$ cat src/spm_pkg.sv
// Package of the spindle protection monitor: map, codes and timing.
// Assumes a 100 MHz core clock.
package spm_pkg;
    localparam int CLK_HZ = 100_000_000;
    localparam int ROTOR_LOCK_S = 3;
    localparam int LOW_AIR_S = 4;
    localparam int OVL4_S = 30;
    localparam int OVL5_S = 10;
    localparam int OVL6_S = 5;
    localparam int TICK_MS = 1;
    localparam int TICK_CYC = CLK_HZ / 1000 * TICK_MS;
    localparam int ROTOR_LOCK_MS = ROTOR_LOCK_S * 1000;
    localparam int LOW_AIR_MS = LOW_AIR_S * 1000;
    localparam int OVL4_MS = OVL4_S * 1000;
    localparam int OVL5_MS = OVL5_S * 1000;
    localparam int OVL6_MS = OVL6_S * 1000;
    localparam int OVL_SEG_MIN = 4;
    // Register word offsets
    localparam logic [3:0] ADDR_WARN = 4'h0;
    localparam logic [3:0] ADDR_ERR = 4'h1;
    localparam logic [3:0] ADDR_CODE = 4'h2;
    localparam logic [3:0] ADDR_IRQ_STAT = 4'h3;
    localparam logic [3:0] ADDR_IRQ_MASK = 4'h4;
    localparam logic [3:0] ADDR_CTRL = 4'h5;
    // Warning bit positions, equal to the low digit of the A code
    localparam int W_CORD = 0;
    localparam int W_LOW_AIR = 1;
    localparam int W_OVERHEAT = 2;
    localparam int W_OVERLOAD = 3;
    localparam int W_ESTOP = 4;
    localparam int W_HIGH_AIR = 5;
    localparam int NUM_WARN = 6;
    // Error bit positions
    localparam int E_CURRENT = 0;
    localparam int E_VOLTAGE = 1;
    localparam int E_SENSOR = 2;
    localparam int E_OVERHEAT = 3;
    localparam int E_BRAKE = 4;
    localparam int E_ROTOR = 5;
    localparam int E_LOW_AIR = 6;
    localparam int E_TORQUE = 7;
    localparam int E_LINK = 8;
    localparam int E_SEQ = 9;
    localparam int E_MOTOR = 10;
    localparam int E_SPEED = 11;
    localparam int E_ESTOP = 12;
    localparam int E_MEMORY = 13;
    localparam int NUM_ERR = 14;
    localparam logic [13:0] STICKY_MASK = 14'h2118;
    localparam logic [13:0] ERR_RESET = 14'h0000;
    localparam logic [5:0] WARN_RESET = 6'h00;
    // Display codes: high nibble A or E, low nibble digit or letter; 00 for no code
    localparam logic [7:0] CODE_NONE = 8'h00;
    localparam logic [7:0] CODE_WARN_BASE = 8'hA0;
    localparam logic [7:0] CODE_E1 = 8'hE1;
    localparam logic [7:0] CODE_E2 = 8'hE2;
    localparam logic [7:0] CODE_E3 = 8'hE3;
    localparam logic [7:0] CODE_E4 = 8'hE4;
    localparam logic [7:0] CODE_E5 = 8'hE5;
    localparam logic [7:0] CODE_E6 = 8'hE6;
    localparam logic [7:0] CODE_E7 = 8'hE7;
    localparam logic [7:0] CODE_E8 = 8'hE8;
    localparam logic [7:0] CODE_E9 = 8'hE9;
    localparam logic [7:0] CODE_EA = 8'hEA;
    localparam logic [7:0] CODE_EL = 8'hEB;
    localparam logic [7:0] CODE_EH = 8'hED;
    localparam logic [7:0] CODE_EE = 8'hEE;
    localparam logic [7:0] CODE_EC = 8'hEC;
    localparam int FLASH_MS = 250;
    localparam int IRQ_WARN_BIT = 0;
    localparam int IRQ_ERR_BIT = 1;
    localparam int IRQ_RELEASE_BIT = 2;
    localparam logic [2:0] IRQ_MASK_RESET = 3'h0;
endpackage

$ cat src/spm_top.sv
// Spindle protection monitor top: warnings, errors, release, overload timing.
// Assumes pins arrive asynchronous and Avalon-MM master on CORE_CLK.
// Overview of operation
// - Warning flashes LED, shows code, drives output
// - Warning codes A0 to A5 by cause
// - Error stops motor, flashes, shows code, faults
// - Error codes E1 to E8 by cause
// - Codes E9, EA, EL, EH, EE, EC
// - Stall beyond three seconds raises rotor lock
// - Low air four seconds running or at start
// - Panel reset button releases releasable errors
// - Reset input open-closed-open releases errors
// - E4, E5, E9, EC need power cycle
// - Four or more segments is overload warning
// - Overload allowed 30, 10, 5 seconds
// - Overload time out raises torque error
// - Emergency stop open drops relay, stops motor
`timescale 1ns/1ns
module spm_top #(
    parameter int LOAD_W = 3,
    parameter int TICK_CYC = spm_pkg::TICK_CYC
) (
    input wire logic CORE_CLK,
    input wire logic RESET,
    input wire logic [3:0] AVS_ADDRESS,
    input wire logic AVS_READ,
    input wire logic AVS_WRITE,
    input wire logic [31:0] AVS_WRITEDATA,
    output logic [31:0] AVS_READDATA,
    output logic AVS_WAITREQUEST,
    input wire logic [5:0] WARN_COND,
    input wire logic [13:0] ERR_COND,
    input wire logic MOTOR_STALLED,
    input wire logic MOTOR_ROTATING,
    input wire logic AIR_LOW,
    input wire logic START_CMD,
    input wire logic [LOAD_W-1:0] LOAD_SEGMENTS,
    input wire logic PANEL_RESET_BTN,
    input wire logic RESET_INPUT_CLOSED,
    input wire logic EMERGENCY_STOP_INPUT_CLOSED,
    output logic WARNING_OUT,
    output logic FAULT_OUT,
    output logic WARNING_LED,
    output logic ERROR_LED,
    output logic [7:0] DISPLAY_CODE,
    output logic MOTOR_ENABLE,
    output logic SAFETY_RELAY_ON,
    output logic IRQ
);
    typedef enum logic [1:0] {
        SPM_REL_IDLE = 2'b00,
        SPM_REL_CLOSED = 2'b01
    } spm_rel_t;

    // Two-flop synchronisers for every pin input
    localparam int NSYNC = 6 + 14 + 5 + LOAD_W + 3;
    logic [NSYNC-1:0] s1_reg;
    logic [NSYNC-1:0] s2_reg;
    wire [NSYNC-1:0] pins_raw = {WARN_COND, ERR_COND, MOTOR_STALLED, MOTOR_ROTATING, AIR_LOW,
        START_CMD, PANEL_RESET_BTN, LOAD_SEGMENTS, RESET_INPUT_CLOSED,
        EMERGENCY_STOP_INPUT_CLOSED, 1'b0};
    // Estop stage resets closed, so reset alone raises no stop error
    localparam logic [NSYNC-1:0] SYNC_IDLE = NSYNC'(2'h2);
    always_ff @(posedge CORE_CLK or posedge RESET) begin
        if (RESET) begin
            s1_reg <= SYNC_IDLE;
            s2_reg <= SYNC_IDLE;
        end else begin
            s1_reg <= pins_raw;
            s2_reg <= s1_reg;
        end
    end
    wire [5:0] warn_in = s2_reg[NSYNC-1 -: 6];
    wire [13:0] err_in = s2_reg[NSYNC-7 -: 14];
    wire stalled = s2_reg[NSYNC-21];
    wire rotating = s2_reg[NSYNC-22];
    wire air_low = s2_reg[NSYNC-23];
    wire start_cmd = s2_reg[NSYNC-24];
    wire panel_btn = s2_reg[NSYNC-25];
    wire [LOAD_W-1:0] load_seg = s2_reg[LOAD_W+2 -: LOAD_W];
    wire reset_closed = s2_reg[2];
    wire estop_closed = s2_reg[1];

    // Millisecond tick divider
    logic [16:0] div_reg;
    logic tick_reg;
    always_ff @(posedge CORE_CLK or posedge RESET) begin
        if (RESET) begin
            div_reg <= '0;
            tick_reg <= 1'b0;
        end else if (div_reg == 17'(TICK_CYC - 1)) begin
            div_reg <= '0;
            tick_reg <= 1'b1;
        end else begin
            div_reg <= div_reg + 17'h00001;
            tick_reg <= 1'b0;
        end
    end

    // Overload allowance by segment count
    wire overload = 32'(load_seg) >= spm_pkg::OVL_SEG_MIN;
    wire [15:0] ovl_limit = (load_seg >= LOAD_W'(6)) ? 16'(spm_pkg::OVL6_MS) :
        (load_seg == LOAD_W'(5)) ? 16'(spm_pkg::OVL5_MS) : 16'(spm_pkg::OVL4_MS);
    logic [LOAD_W-1:0] seg_prev_reg;
    // Higher count shortens the allowance; restart on any change of level
    wire ovl_run = overload && (seg_prev_reg == load_seg);
    logic ovl_expired;
    logic rotor_expired;
    logic air_expired;
    spm_ms_timer #(.W(16)) u_ovl (
        .clk(CORE_CLK), .rst(RESET), .tick(tick_reg), .run(ovl_run),
        .limit(ovl_limit), .expired(ovl_expired)
    );
    spm_ms_timer #(.W(16)) u_rotor (
        .clk(CORE_CLK), .rst(RESET), .tick(tick_reg), .run(stalled),
        .limit(16'(spm_pkg::ROTOR_LOCK_MS)), .expired(rotor_expired)
    );
    spm_ms_timer #(.W(16)) u_air (
        .clk(CORE_CLK), .rst(RESET), .tick(tick_reg), .run(air_low && rotating),
        .limit(16'(spm_pkg::LOW_AIR_MS)), .expired(air_expired)
    );

    // Start edge for the low-air-at-start check
    logic start_prev_reg;
    wire start_rise = start_cmd && !start_prev_reg;

    // Release by reset input open-closed-open, or panel button press
    spm_rel_t rel_state_reg;
    logic btn_prev_reg;
    wire pin_release = (rel_state_reg == SPM_REL_CLOSED) && !reset_closed;
    wire btn_release = panel_btn && !btn_prev_reg;
    wire release_ev = pin_release || btn_release;

    // Error detection
    logic [13:0] err_reg;
    wire [13:0] err_set = err_in
        | (14'(rotor_expired) << spm_pkg::E_ROTOR)
        | (14'(air_expired || (start_rise && air_low)) << spm_pkg::E_LOW_AIR)
        | (14'(ovl_expired) << spm_pkg::E_TORQUE)
        | (14'(!estop_closed) << spm_pkg::E_ESTOP);
    // Set wins over release; power-cycle codes never clear on release
    wire [13:0] err_keep = release_ev ? (err_reg & spm_pkg::STICKY_MASK) : err_reg;
    wire [13:0] err_next = err_keep | err_set;
    wire [5:0] warn_now = warn_in | (6'(overload) << spm_pkg::W_OVERLOAD)
        | (6'(!estop_closed) << spm_pkg::W_ESTOP);

    function automatic logic [7:0] err_code(input logic [13:0] e);
        logic [7:0] c;
        c = spm_pkg::CODE_NONE;
        for (int i = spm_pkg::NUM_ERR - 1; i >= 0; i--) begin
            if (e[i]) begin
                unique case (i)
                    spm_pkg::E_CURRENT: c = spm_pkg::CODE_E1;
                    spm_pkg::E_VOLTAGE: c = spm_pkg::CODE_E2;
                    spm_pkg::E_SENSOR: c = spm_pkg::CODE_E3;
                    spm_pkg::E_OVERHEAT: c = spm_pkg::CODE_E4;
                    spm_pkg::E_BRAKE: c = spm_pkg::CODE_E5;
                    spm_pkg::E_ROTOR: c = spm_pkg::CODE_E6;
                    spm_pkg::E_LOW_AIR: c = spm_pkg::CODE_E7;
                    spm_pkg::E_TORQUE: c = spm_pkg::CODE_E8;
                    spm_pkg::E_LINK: c = spm_pkg::CODE_E9;
                    spm_pkg::E_SEQ: c = spm_pkg::CODE_EA;
                    spm_pkg::E_MOTOR: c = spm_pkg::CODE_EL;
                    spm_pkg::E_SPEED: c = spm_pkg::CODE_EH;
                    spm_pkg::E_ESTOP: c = spm_pkg::CODE_EE;
                    default: c = spm_pkg::CODE_EC;
                endcase
            end
        end
        return c;
    endfunction

    function automatic logic [7:0] warn_code(input logic [5:0] w);
        logic [7:0] c;
        c = spm_pkg::CODE_NONE;
        for (int i = spm_pkg::NUM_WARN - 1; i >= 0; i--) begin
            if (w[i]) begin
                c = spm_pkg::CODE_WARN_BASE | 8'(i);
            end
        end
        return c;
    endfunction

    wire any_err = |err_next;
    wire any_warn = |warn_now;
    wire [7:0] code_next = any_err ? err_code(err_next) : warn_code(warn_now);

    // Flash rate for the indicators
    logic [7:0] flash_cnt_reg;
    logic flash_reg;
    logic [2:0] irq_stat_reg;
    logic [2:0] irq_mask_reg;

    // Avalon slave: one wait state per access
    logic wait_reg;
    wire acc = (AVS_READ || AVS_WRITE) && wait_reg;
    wire wr_done = AVS_WRITE && !wait_reg;
    wire [31:0] rd_mux =
        (AVS_ADDRESS == spm_pkg::ADDR_WARN) ? 32'(warn_now) :
        (AVS_ADDRESS == spm_pkg::ADDR_ERR) ? 32'(err_reg) :
        (AVS_ADDRESS == spm_pkg::ADDR_CODE) ? 32'(DISPLAY_CODE) :
        (AVS_ADDRESS == spm_pkg::ADDR_IRQ_STAT) ? 32'(irq_stat_reg) :
        (AVS_ADDRESS == spm_pkg::ADDR_IRQ_MASK) ? 32'(irq_mask_reg) : 32'h00000000;
    wire irq_clr_wr = wr_done && (AVS_ADDRESS == spm_pkg::ADDR_IRQ_STAT);
    wire [2:0] irq_ev = {release_ev, any_err && !(|err_reg), any_warn && !WARNING_OUT};
    wire [2:0] irq_stat_next = (irq_stat_reg & ~(irq_clr_wr ? AVS_WRITEDATA[2:0] : 3'h0))
        | irq_ev;

    always_ff @(posedge CORE_CLK or posedge RESET) begin
        if (RESET) begin
            wait_reg <= 1'b1;
            AVS_WAITREQUEST <= 1'b1;
            AVS_READDATA <= '0;
            irq_mask_reg <= spm_pkg::IRQ_MASK_RESET;
        end else begin
            wait_reg <= !acc;
            AVS_WAITREQUEST <= !acc;
            AVS_READDATA <= acc ? rd_mux : AVS_READDATA;
            if (wr_done && AVS_ADDRESS == spm_pkg::ADDR_IRQ_MASK) begin
                irq_mask_reg <= AVS_WRITEDATA[2:0];
            end
        end
    end

    always_ff @(posedge CORE_CLK or posedge RESET) begin
        if (RESET) begin
            err_reg <= spm_pkg::ERR_RESET;
            rel_state_reg <= SPM_REL_IDLE;
            btn_prev_reg <= 1'b0;
            start_prev_reg <= 1'b0;
            seg_prev_reg <= '0;
            irq_stat_reg <= '0;
            IRQ <= 1'b0;
        end else begin
            err_reg <= err_next;
            btn_prev_reg <= panel_btn;
            start_prev_reg <= start_cmd;
            seg_prev_reg <= load_seg;
            irq_stat_reg <= irq_stat_next;
            IRQ <= |(irq_stat_next & irq_mask_reg);
            if (rel_state_reg == SPM_REL_IDLE && reset_closed) begin
                rel_state_reg <= SPM_REL_CLOSED;
            end else if (pin_release) begin
                rel_state_reg <= SPM_REL_IDLE;
            end
        end
    end

    always_ff @(posedge CORE_CLK or posedge RESET) begin
        if (RESET) begin
            flash_cnt_reg <= '0;
            flash_reg <= 1'b0;
            WARNING_OUT <= 1'b0;
            FAULT_OUT <= 1'b0;
            WARNING_LED <= 1'b0;
            ERROR_LED <= 1'b0;
            DISPLAY_CODE <= spm_pkg::CODE_NONE;
            MOTOR_ENABLE <= 1'b0;
            SAFETY_RELAY_ON <= 1'b0;
        end else begin
            if (tick_reg) begin
                if (flash_cnt_reg == 8'(spm_pkg::FLASH_MS - 1)) begin
                    flash_cnt_reg <= '0;
                    flash_reg <= !flash_reg;
                end else begin
                    flash_cnt_reg <= flash_cnt_reg + 8'h01;
                end
            end
            WARNING_OUT <= any_warn;
            WARNING_LED <= any_warn && flash_reg;
            FAULT_OUT <= any_err;
            ERROR_LED <= any_err && flash_reg;
            DISPLAY_CODE <= code_next;
            MOTOR_ENABLE <= !any_err && estop_closed;
            SAFETY_RELAY_ON <= estop_closed;
        end
    end
endmodule

$ cat src/spm_ms_timer.sv
// Millisecond timer: counts ticks while run is high, flags when limit exceeded.
// Assumes a one-cycle tick from the top's divider.
`timescale 1ns/1ns
module spm_ms_timer #(
    parameter int W = 16
) (
    input wire logic clk,
    input wire logic rst,
    input wire logic tick,
    input wire logic run,
    input wire logic [W-1:0] limit,
    output logic expired
);
    logic [W-1:0] cnt_reg;
    always_ff @(posedge clk or posedge rst) begin
        if (rst) begin
            cnt_reg <= '0;
            expired <= 1'b0;
        end else if (!run) begin
            cnt_reg <= '0;
            expired <= 1'b0;
        end else if (tick && !expired) begin
            if (cnt_reg >= limit) begin
                expired <= 1'b1;
            end else begin
                cnt_reg <= cnt_reg + 1'b1;
            end
        end
    end
endmodule

$ cat config.mk
export PLATFORM = sky130hd
export DESIGN_NAME = spm_top
export DESIGN_NICKNAME = d
export VERILOG_FILES = /design/src/spm_pkg.sv /design/src/spm_top.sv /design/src/spm_ms_timer.sv
export SDC_FILE = /design/constraint.sdc
export NUM_CORES = 1
export LEC_CHECK = 0
export ABC_CLOCK_PERIOD_IN_PS = 13800
export BUFFER_PORTS_ARGS = -buffer_cell sky130_fd_sc_hd__buf_2
export CORE_MARGIN = 5
export CORE_UTILIZATION = 63
export DETAILED_ROUTE_END_ITERATION = 16
export PLACE_DENSITY = 0.92
export SLEW_MARGIN = 15
export SYNTH_ARGS = -nofsm -noshare
export SYNTH_HDL_FRONTEND = slang
export SYNTH_HIERARCHICAL = 1
export SYNTH_SLANG_ARGS = --single-unit
$ cat constraint.sdc
create_clock -name CORE_CLK -period 13.8 [get_ports CORE_CLK]
set_input_delay 2.76 -clock CORE_CLK [delete_from_list [all_inputs] [get_ports CORE_CLK]]
set_output_delay 2.76 -clock CORE_CLK [all_outputs]
set_load 0.05 [all_outputs]
# == Word-level counts from Yosys, hierarchy flattened ==
# Index checks and enable logic that the tools add are counted.
# word_totals
reg_bits,213
inputBits,70
output_inout_bits,48
elab_cells,170
# op_classes
n_addsub,5
order_cmp,5
n_eq_ne,18
muxes,53
bitwise_logic,11
n_reduce_logical,49
# ops
op,n
8-bit two-way mux,23
16-bit two-way mux,9
16-bit by 1-bit adder with 16-bit output (second input constant),3
16-bit by 12-bit greater-or-equal comparator with 1-bit output (second input constant),2
15-bit two-way mux,2
14-bit two-way mux,2
14-bit OR reduction,2
1-bit logical AND,19
17-bit by 1-bit adder with 17-bit output (second input constant),1
17-bit equality test (second input constant),1
17-bit two-way mux,1
16-bit by 15-bit greater-or-equal comparator with 1-bit output,1
2-bit inequality test (second input constant),7
14-bit by 13-bit OR with 14-bit output,1
14-bit OR,1
14-bit by 6-bit OR with 14-bit output,1
14-bit by 7-bit OR with 14-bit output,1
14-bit by 8-bit OR with 14-bit output,1
2-bit AND reduction,7
1-bit logical NOT,13
13-bit two-way mux,1
1-bit two-way mux,10
3-bit two-way mux,3
8-bit by 1-bit adder with 8-bit output (second input constant),1
other kinds (21),28

# == Depth between registers and ports, before layout ==
# Gate-level depths: netlist of run 1.
# depth
ltp_word,23
ltp_mapped,12
ltp_nobuf,10

# == By module ==
# The synthesis of run 1 kept the hierarchy.
# modules_own_cells
mod,instances,cells_per_inst,area_each_um2,seq_area_each_um2
spm_top,1,434,5355.1,3532.1
spm_ms_timer,3,154,1353.8,425.4

# == Worst setup path before layout of run 1 ==
# Ideal clock, no wire load.
# synth_path
kind,input to register
startpoint,input AVS_ADDRESS[1]
endpoint,register irq_mask_reg[0]
setup_time_ps,125
t_arrival_ps,3613
required_time_ps,13675
slack_ps,10063
stages,4
path_buffers,1
path_cell_list,clkbuf_1 nor4b_1 nand2_1 mux2_2
# synth_via
elab_chain_len,2
# synth_rtl
element,line_no,text
start: declaration,spm_top.sv:25,"input wire logic [3:0] AVS_ADDRESS,"
4-bit by 3-bit equality test with 1-bit output,spm_top.sv:219,if (wr_done && AVS_ADDRESS == spm_pkg::ADDR_IRQ_MASK) begin
1-bit logical AND,spm_top.sv:219,
end signal: assignment,spm_top.sv:214,irq_mask_reg <= spm_pkg::IRQ_MASK_RESET;
end signal: assignment,spm_top.sv:220,irq_mask_reg <= AVS_WRITEDATA[2:0];
end: declaration,spm_top.sv:192,logic [2:0] irq_mask_reg;
# Every way passes these cells.
# A chain may end at the register's enable or synchronous reset.

==> metrics.cfg, run 1 <==
[grt]
grt_pass1_wl_microns=36900
grt_pass1_vias=7630
overflow=0
antenna_found_initial=0
grt_max_degree=90
grtUsageTotal=0.255

[synthesis]
synthMuxAreaShare=0.00811
synth_xor_area_frac=0.0251
ys_warn_count=6
ys_seq_elements=192
async_reset_ff_frac=1.00
synth.top_cell.area_share=0.502
synth_top_flop_cell=dfrtp_1
synth-compound-area-share=0.133
avgSynthCellArea_sq_um=10.5
netlist_area_sq_mm=0.00942
ys_top_cells_by_area=dfrtp_1 50%, ha_1 7.4%, a21oi_1 3.8%, inv_1 3.5%, nand2_1 2.3%
synthAdderAreaFrac=0.0744
ys_seq_area_frac=0.511
synthCells=896
yosys.area_share.simple=0.180
synth_top_family_by_area=simple AND/OR/NAND/NOR gates
yosysTopAreaCell=dfrtp_1
synth_edf_count=0
ys_types=73

[cells_and_area]
final_cell_mix=189 x dfrtp_1, 88 x inv_1, 72 x a21oi_1, 69 x buf_2, 58 x conb_1
final_area_sq_mm=0.0106
regArea_sq_mm=0.00481
nFillCells=917
final_common_cell=dfrtp_1
synthToLayoutAreaGrowth_pct=12.2
drive_gt1_frac=0.155
multi_input_area_sq_mm=0.00418
nets=1129
diodes=0

[power_and_ir_drop]
total_power_mw=1.24
p_leak_nw=4.87
p_per_area_mw_per_mm2=118
ir_worst_vdd_v=0.000136

[placement]
hpwl_microns=14400
place_area_sq_mm=0.00993
gp_congestion=0.989
io_buffers=69

[timing]
hold_viol=0
min_period_ns=4.02
rsz0062_at_grt=no
slew_headroom=0.530
fin_skew_ns=0.0115
worst_pin_slew_ns=0.704
finalSetupViolCount=0
max_freq_mhz=249
slew_violations=0
period_share=0.291
tns_ns=0

[floorplanning]
die_h_microns=132
core-area_sq_mm=0.0146
rows=44
io-pin-count=118
die_w_microns=132
start_util=0.645
die-area_sq_mm=0.0175

[worst_hold_path]
hold_path.class=reg2reg

[clock_network]
clk_path_buf_depth=2
path_clk_slew_ns=0.08
cts.sinks=192
postCtsResizedCells=0
htreeDepth=4
cts_tree=yes
numCtsBuffers=17
cts_hold_buf=0
post_cts_buffers=0
clock_latency_ns=0.44
cts_root_buf=clkbuf_16

[routing]
drtIter0Drc=841
dr_total_vias=7285
drt-pass1-iter-count=7
ant_nets=0
drc_errors=0
avgViaCountPerCell=6.07
wl_per_cell_microns=18.2
drt_wl_total_microns=21900

[worst_setup_path]
cp-end-kind=output port
startpoint_type=flop
critPathBufInv=1
critPathTopFamily=flip-flops
arrival_ns=1.26
cpMaxStageDelayCell=dfstp_2
crit_type=reg2out
worstPathRequired_ns=11.04
cpPeakStageDelay_ns=0.56
worstPathCellList=buf_2
critPathMaxFanout=4

[status]
outcome=finished, final reports clean

[run]
cap_violations=0

==> final cells by class <==
cell class | count | area share
Inverter | 92 | 0.0332
Clock inverter | 15 | 0.0176
Multi-Input combinational cell | 629 | 0.396
Clock buffer | 17 | 0.0403
Sequential cell | 192 | 0.455
Tap cell | 184 | 0.0218
Timing Repair Buffer | 71 | 0.0360
==> synthesized netlist by cell type, types with 13 or more instances <==
cell,count
dfrtp_1,189
inv_1,89
a21oi_1,72
nand2_1,57
ha_1,56
nor2_1,53
o21ai_0,39
nand3_1,37
buf_4,20
nand4_1,20
or4_1,19
o31ai_1,18
xor2_1,18
nor3_1,13
==> power by group <==
group	leakage, nW	total, mW	switching (mW)	internal [mW]
sequential	2.40	0.606	0.0189	0.587
clock	0.297	0.509	0.246	0.263
combinational	2.18	0.130	0.0934	0.0367
==> final timing paths <==
path / depth (start not counted) / to / startpoint / slack (ns)
max reg2reg: 9 / u_ovl/cnt_reg[15] / s2_reg[4] / 10.64
max in group asynchronous: 4 / s1_reg[1] / RESET / 10.34
min in group asynchronous: 2 / ERROR_LED / RESET / 2.39
min: 0 / s2_reg[25] / s1_reg[25] / 0.35
min reg2reg: 0 / s2_reg[25] / s1_reg[25] / 0.35
max: 1 / AVS_WAITREQUEST / wait_reg / 9.78
==> per-layer routing <==
metal / part of all wire / vias up / track usage
li1: - / 3304 / -
met1: 0.38 / 3554 / 0.306
met2: 0.52 / 343 / 0.444
met3: 0.063 / 84 / 0.0508
met4: 0.033 / 0 / 0.118
met5: 0 / - / 0
==> logic make-up (layout without fill, tap and decap cells) <==
kind of cell,count (synthesis),count (layout)
AO/OA/AOI/OAI,193,193
multiplexers,7,7
XOR/XNOR,27,27
buffers and inverters,131,195
other,2,58
flip-flops,192,192
adder cells (fa/ha/maj),56,56
AND/OR/NAND/NOR,288,288
==> metrics by stage <==
stage | util | instances | hold WS, ns | worst slack, ns
6_report | 0.724 | 1200 | 0.351 | 9.78
5_1_grt | 0.724 | 1200 | 0.356 | 9.75
4_1_cts | 0.722 | 1199 | 0.352 | 9.78
3_5_place_dp | 0.680 | 1167 | 0.335 | 9.46
3_3_place_gp | 0.680 | 1167 | 0.332 | 9.50
2_1_floorplan | - | 952 | 0.331 | 7.26
Power figures use the tool's default switching activity.
==> inputs of run 2 (changes only) <==
--- a/config.mk
+++ b/config.mk
@@ -5,12 +5,12 @@
 export SDC_FILE = /design/constraint.sdc
 export NUM_CORES = 1
 export LEC_CHECK = 0
-export ABC_CLOCK_PERIOD_IN_PS = 13800
+export ABC_CLOCK_PERIOD_IN_PS = 3800
 export BUFFER_PORTS_ARGS = -buffer_cell sky130_fd_sc_hd__buf_2
 export CORE_MARGIN = 5
-export CORE_UTILIZATION = 63
+export CORE_UTILIZATION = 58
 export DETAILED_ROUTE_END_ITERATION = 16
-export PLACE_DENSITY = 0.92
+export PLACE_DENSITY = 0.86
 export SLEW_MARGIN = 15
 export SYNTH_ARGS = -nofsm -noshare
 export SYNTH_HDL_FRONTEND = slang
==> constraint.sdc (replaced) <==
create_clock -name CORE_CLK -period 3.8 [get_ports CORE_CLK]
set_input_delay 0.76 -clock CORE_CLK [delete_from_list [all_inputs] [get_ports CORE_CLK]]
set_output_delay 0.76 -clock CORE_CLK [all_outputs]
set_load 0.05 [all_outputs]
==> run 2 against run 1 <==
Core utilization decreased by 6.0 points. Clock skew decreased by 0.0027 ns. Non-clock buffer count unchanged. Routed wire length is 8.7% lower. Clock power rose to 3.5 times the previous value.
==> metrics.cfg, run 2 (synthesis gave the netlist of run 1 again) <==
[power_and_ir_drop]
p_leak_nw=4.85  ; -0.48%
p_per_area_mw_per_mm2=418  ; +250%
ir_worst_vdd_v=0.000355  ; +160%
total_power_mw=4.41  ; +250%

[cells_and_area]
drive_gt1_frac=0.154  ; -0.000984
synthToLayoutAreaGrowth_pct=12.0
final_area_sq_mm=0.0105  ; -0.19%
nets=1129  ; unchanged
nFillCells=1201  ; +31%
diodes=0  ; unchanged
final_cell_mix=189 x dfrtp_1, 88 x inv_1, 72 x a21oi_1, 69 x buf_2, 58 x conb_1
multi_input_area_sq_mm=0.00418  ; unchanged
regArea_sq_mm=0.00481  ; unchanged
final_common_cell=dfrtp_1

[timing]
max_freq_mhz=322
fin_skew_ns=0.00877  ; -0.00271 ns
slew_headroom=0.423  ; -0.107
hold_viol=0  ; unchanged
min_period_ns=3.11
worst_pin_slew_ns=0.866  ; +0.162 ns
tns_ns=0  ; unchanged
finalSetupViolCount=0  ; unchanged
rsz0062_at_grt=no
fin_hold_ws_ns=0.272  ; -0.0796 ns
period_share=0.818
slew_violations=0  ; unchanged

[clock_network]
post_cts_buffers=0  ; unchanged
htreeDepth=4  ; unchanged
clock_latency_ns=0.43  ; about the same
cts_root_buf=clkbuf_16
numCtsBuffers=17  ; unchanged
clk_path_buf_depth=2  ; unchanged
cts.sinks=192  ; unchanged
postCtsResizedCells=0  ; unchanged
cts_hold_buf=0  ; unchanged
cts_tree=yes
path_clk_slew_ns=0.07  ; about the same

[grt]
grt_pass1_wl_microns=33200  ; -9.8%
grt_pass1_vias=6967  ; -8.7%
overflow=0  ; unchanged
grtUsageTotal=0.223  ; -0.0327
grt-busiest-layer=met2
antenna_found_initial=0  ; unchanged
grt_max_degree=74  ; -18%
met3_usage=0.0380  ; -0.0128
met2_usage=0.368  ; -0.0765
use_met1=0.287  ; -0.0194

[placement]
place_area_sq_mm=0.00997  ; +0.47%
hpwl_microns=13800  ; -3.6%
io_buffers=69  ; unchanged
gp_congestion=0.874  ; -12%

[worst_setup_path]
cp-end-kind=flop
crit_type=reg2reg
startpoint_type=flop
worstPathRequired_ns=4.16  ; -6.88 ns
reg2reg_from=s2_reg[5]
critPathMaxFanout=29  ; +25
arrival_ns=3.46  ; +2.20 ns
worstSetupStartpoint=s2_reg[5]

[routing]
drtIter0Drc=539  ; -36%
ant_nets=0  ; unchanged
drt_wl_total_microns=20000  ; -8.7%
drt-pass1-iter-count=5  ; -2
drc_errors=0  ; unchanged
avgViaCountPerCell=5.74  ; -5.4%
wl_per_cell_microns=16.2  ; -11%
dr_total_vias=7073  ; -2.9%

[floorplanning]
start_util=0.593  ; -0.0527
die-area_sq_mm=0.0189  ; +8.0%
io-pin-count=118  ; unchanged
die_h_microns=137  ; +3.9%
rows=46  ; +4.5%
core-area_sq_mm=0.0159  ; +8.9%
die_w_microns=137  ; +3.9%

[status]
outcome=finished, final reports clean

[worst_hold_path]
hold_path.class=in2async

[run]
cap_violations=0  ; unchanged

run 2: cell count changes in the layout (fill, tap and decap cells not counted), sizes merged:
cell and change:
clkbuf +1, clkinv +1, inv -2
run 2: critical path, cell delays in order (launching register included):
cell and delay (ns):
dfrtp_1 0.50, and2_1 0.24, inv_1 0.11, inv_1 0.06, ha_1 0.32, a211oi_2 0.32
o21ai_1 0.11, a21oi_1 0.33, nand3_4 0.29, or4_1 0.58, a21oi_1 0.16
run 2: layer usage:
| metal | part of all wire | wire length (microns) |
|---|---|---|
| met5 | 0 | 0 |
| met4 | 0.034 | 679 |
| met3 | 0.056 | 1110 |
| met2 | 0.50 | 10000 |
| met1 | 0.41 | 8190 |
run 2: stage by stage:
step | worst slack [ns] | util | std cells
5_1_grt | 0.578 | 0.664 | 1232
3_5_place_dp | 0.824 | 0.628 | 1200
2_1_floorplan | 1.27 | - | 952
6_report | 0.691 | 0.664 | 1232
3_3_place_gp | 0.986 | 0.628 | 1200
4_1_cts | 0.762 | 0.664 | 1232
run 2: cell type report:
type                            instances  area share
Clock buffer                           18      0.0407
Multi-Input combinational cell        629       0.397
Clock inverter                         14      0.0136
Inverter                               92      0.0331
Timing Repair Buffer                   71      0.0342
Tap cell                              216      0.0256
Sequential cell                       192       0.456
run 2: final timing paths:
path	to	slack, ns	cells past startpoint
worst max register to register	u_ovl/cnt_reg[15]	0.69	10
worst min register to register	s2_reg[20]	0.35	0
min in group CORE_CLK	s2_reg[20]	0.35	0
max in group asynchronous	s1_reg[21]	2.44	3
worst max-delay path	u_ovl/cnt_reg[15]	0.69	10
worst min-delay path	ERROR_LED	0.27	2
run 2: where the power goes:
part           leakage [nW]  switching [mW]  internal [mW]
registers              2.40          0.0628           2.13
clock network         0.286           0.828          0.928
logic                  2.16           0.325          0.128
==> inputs of run 3 (changes only) <==
--- a/config.mk
+++ b/config.mk
@@ -5,7 +5,7 @@
 export SDC_FILE = /design/constraint.sdc
 export NUM_CORES = 1
 export LEC_CHECK = 0
-export ABC_CLOCK_PERIOD_IN_PS = 3800
+export ABC_CLOCK_PERIOD_IN_PS = 3200
 export BUFFER_PORTS_ARGS = -buffer_cell sky130_fd_sc_hd__buf_2
 export CORE_MARGIN = 5
 export CORE_UTILIZATION = 58
==> constraint.sdc (replaced) <==
create_clock -name CORE_CLK -period 3.2 [get_ports CORE_CLK]
set_input_delay 0.64 -clock CORE_CLK [delete_from_list [all_inputs] [get_ports CORE_CLK]]
set_output_delay 0.64 -clock CORE_CLK [all_outputs]
set_load 0.05 [all_outputs]
==> run 3 against run 2 <==
Critical path depth fell by 1. Core utilization rose by 0.19 points. Final cell count rose by 0.24%. Die area did not move. Worst hold slack got worse by 0.11 ns. Power rose by 19%. Routed wire length fell by 1.3%. Global-route usage fell by 0.32 points. Fmax rose by 5.4%. Design area rose by 0.28%. Largest cell class unchanged. Largest power group unchanged.
==> metrics.cfg, run 3 (synthesis gave the netlist of run 1 again) <==
[cells_and_area]
nFillCells=1221  ; +1.7%
diodes=0  ; unchanged
nets=1132  ; +0.27%
final_common_cell=dfrtp_1
synthToLayoutAreaGrowth_pct=12.3
final_area_sq_mm=0.0106  ; +0.28%
final_cell_mix=189 x dfrtp_1, 88 x inv_1, 72 x a21oi_1, 69 x buf_2, 58 x conb_1
drive_gt1_frac=0.155  ; +0.00151

[placement]
gp_congestion=0.907  ; +3.8%
place_area_sq_mm=0.0100  ; +0.35%
io_buffers=69  ; unchanged
hpwl_microns=13900  ; +0.45%

[power_and_ir_drop]
p_leak_nw=4.87  ; +0.35%
ir_worst_vdd_v=0.000429  ; +21%
p_per_area_mw_per_mm2=494  ; +18%

[floorplanning]
start_util=0.593  ; unchanged
core-area_sq_mm=0.0159  ; unchanged
io-pin-count=118  ; unchanged
die_h_microns=137  ; unchanged
rows=46  ; unchanged
die-area_sq_mm=0.0189  ; unchanged
die_w_microns=137  ; unchanged

[worst_setup_path]
cp-end-kind=flop
startpoint_type=flop
crit_type=reg2reg
critPathMaxFanout=29  ; unchanged
worstPathRequired_ns=3.55  ; -0.61 ns
arrival_ns=3.30  ; -0.16 ns

[routing]
met1_length_microns=7890  ; -3.7%
dr_total_vias=7015  ; -0.82%
ant_nets=0  ; unchanged
wl_per_cell_microns=16.0  ; -1.6%
route.met3.wl_microns=1130  ; +2.2%
drt_wl_total_microns=19700  ; -1.3%
met2_length_microns=10300  ; +2.8%
highest_layer=met4
drc_errors=0  ; unchanged
drtIter0Drc=528  ; -2.0%
drt-pass1-iter-count=7  ; +2
avgViaCountPerCell=5.68  ; -1.1%

[timing]
fin_skew_ns=0.00740  ; -0.00137 ns
slew_violations=0  ; unchanged
period_share=0.921  ; +0.103
max_freq_mhz=339  ; +5.4%
tns_ns=0  ; unchanged
finalSetupViolCount=0  ; unchanged
min_period_ns=2.95  ; -0.161 ns
rsz0062_at_grt=no
slew_headroom=0.530  ; +0.107
hold_viol=0  ; unchanged
worst_pin_slew_ns=0.704  ; -0.161 ns

[clock_network]
htreeDepth=4  ; unchanged
cts.sinks=192  ; unchanged
cts_hold_buf=0  ; unchanged
clk_path_buf_depth=2  ; unchanged
clock_latency_ns=0.43  ; about the same
cts_root_buf=clkbuf_16
numCtsBuffers=17  ; unchanged
cts_tree=yes
path_clk_slew_ns=0.07  ; about the same

[grt]
grt_max_degree=78  ; +5.4%
overflow=0  ; unchanged
antenna_found_initial=0  ; unchanged
grt_pass1_wl_microns=32600  ; -2.0%
grtUsageTotal=0.220  ; -0.00324
grt_pass1_vias=6726  ; -3.5%

[status]
outcome=finished, final reports clean

[run]
cap_violations=0  ; unchanged

[worst_hold_path]
hold_path.class=in2async

==> run 3: per-stage QoR <==
stage               cells  setup slack, ns  hold slack [ns]  utilization  power (mW)
floorplan             952            0.672            0.331            -        3.05
global placement     1203            0.469            0.332        0.630        3.17
detailed placement   1203            0.292            0.335        0.630        3.19
CTS                  1235            0.106            0.154        0.666        5.24
global route         1235           0.0591            0.162        0.666        5.42
finish               1235            0.252            0.165        0.666        5.23
==> run 3: per-layer routing <==
layer  global-route usage  vias to the layer above
met5                    0                        -
met4               0.0831                        0
met3               0.0478                       39
met2                0.369                      219
met1                0.279                     3440
li1                     -                     3317
==> run 3: critical path: stages (launching register included) <==
cell and delay (ns):
dfrtp_1 0.42, o21ai_1 0.32, inv_1 0.10, ha_1 0.32, o21ai_0 0.27, o21ai_1 0.11, a21oi_1 0.27, nand3_4 0.29
or4_1 0.60, a21oi_1 0.17
==> run 3: where the power goes <==
group | switching (mW) | internal [mW] | total (mW)
clock | 0.955 | 1.12 | 2.07
sequential | 0.0750 | 2.54 | 2.61
combinational | 0.390 | 0.156 | 0.546
total | 1.42 | 3.81 | 5.23
==> run 3: cell type report <==
type	count	area, sq um	area share
clock buffers	20	447	0.0422
clock inverters	12	121	0.0115
inverters	92	349	0.0330
multi-input cells	629	4180	0.396
flip-flops and latches	192	4810	0.455
well taps	216	270	0.0256
repair buffers	74	395	0.0374
==> run 3: what timing repair did <==
action | 4_1_cts | 5_1_grt
buffers inserted | 0 | 0
setup endpoints to repair | 0 | 10
gates resized for setup | 0 | 1
==> run 3: final timing paths <==
kind / startpoint / end / slack, ns / cells after the start
worst max-delay path: s2_reg[3] / u_ovl/cnt_reg[13] / 0.25 / 9
worst min-delay path: RESET / ERROR_LED / 0.17 / 2
worst max register to register: s2_reg[3] / u_ovl/cnt_reg[13] / 0.25 / 9
worst min register to register: s1_reg[30] / s2_reg[30] / 0.35 / 0
max in group asynchronous: RESET / s2_reg[1] / 2.33 / 3
min in group CORE_CLK: EMERGENCY_STOP_INPUT_CLOSED / s1_reg[1] / 0.31 / 1
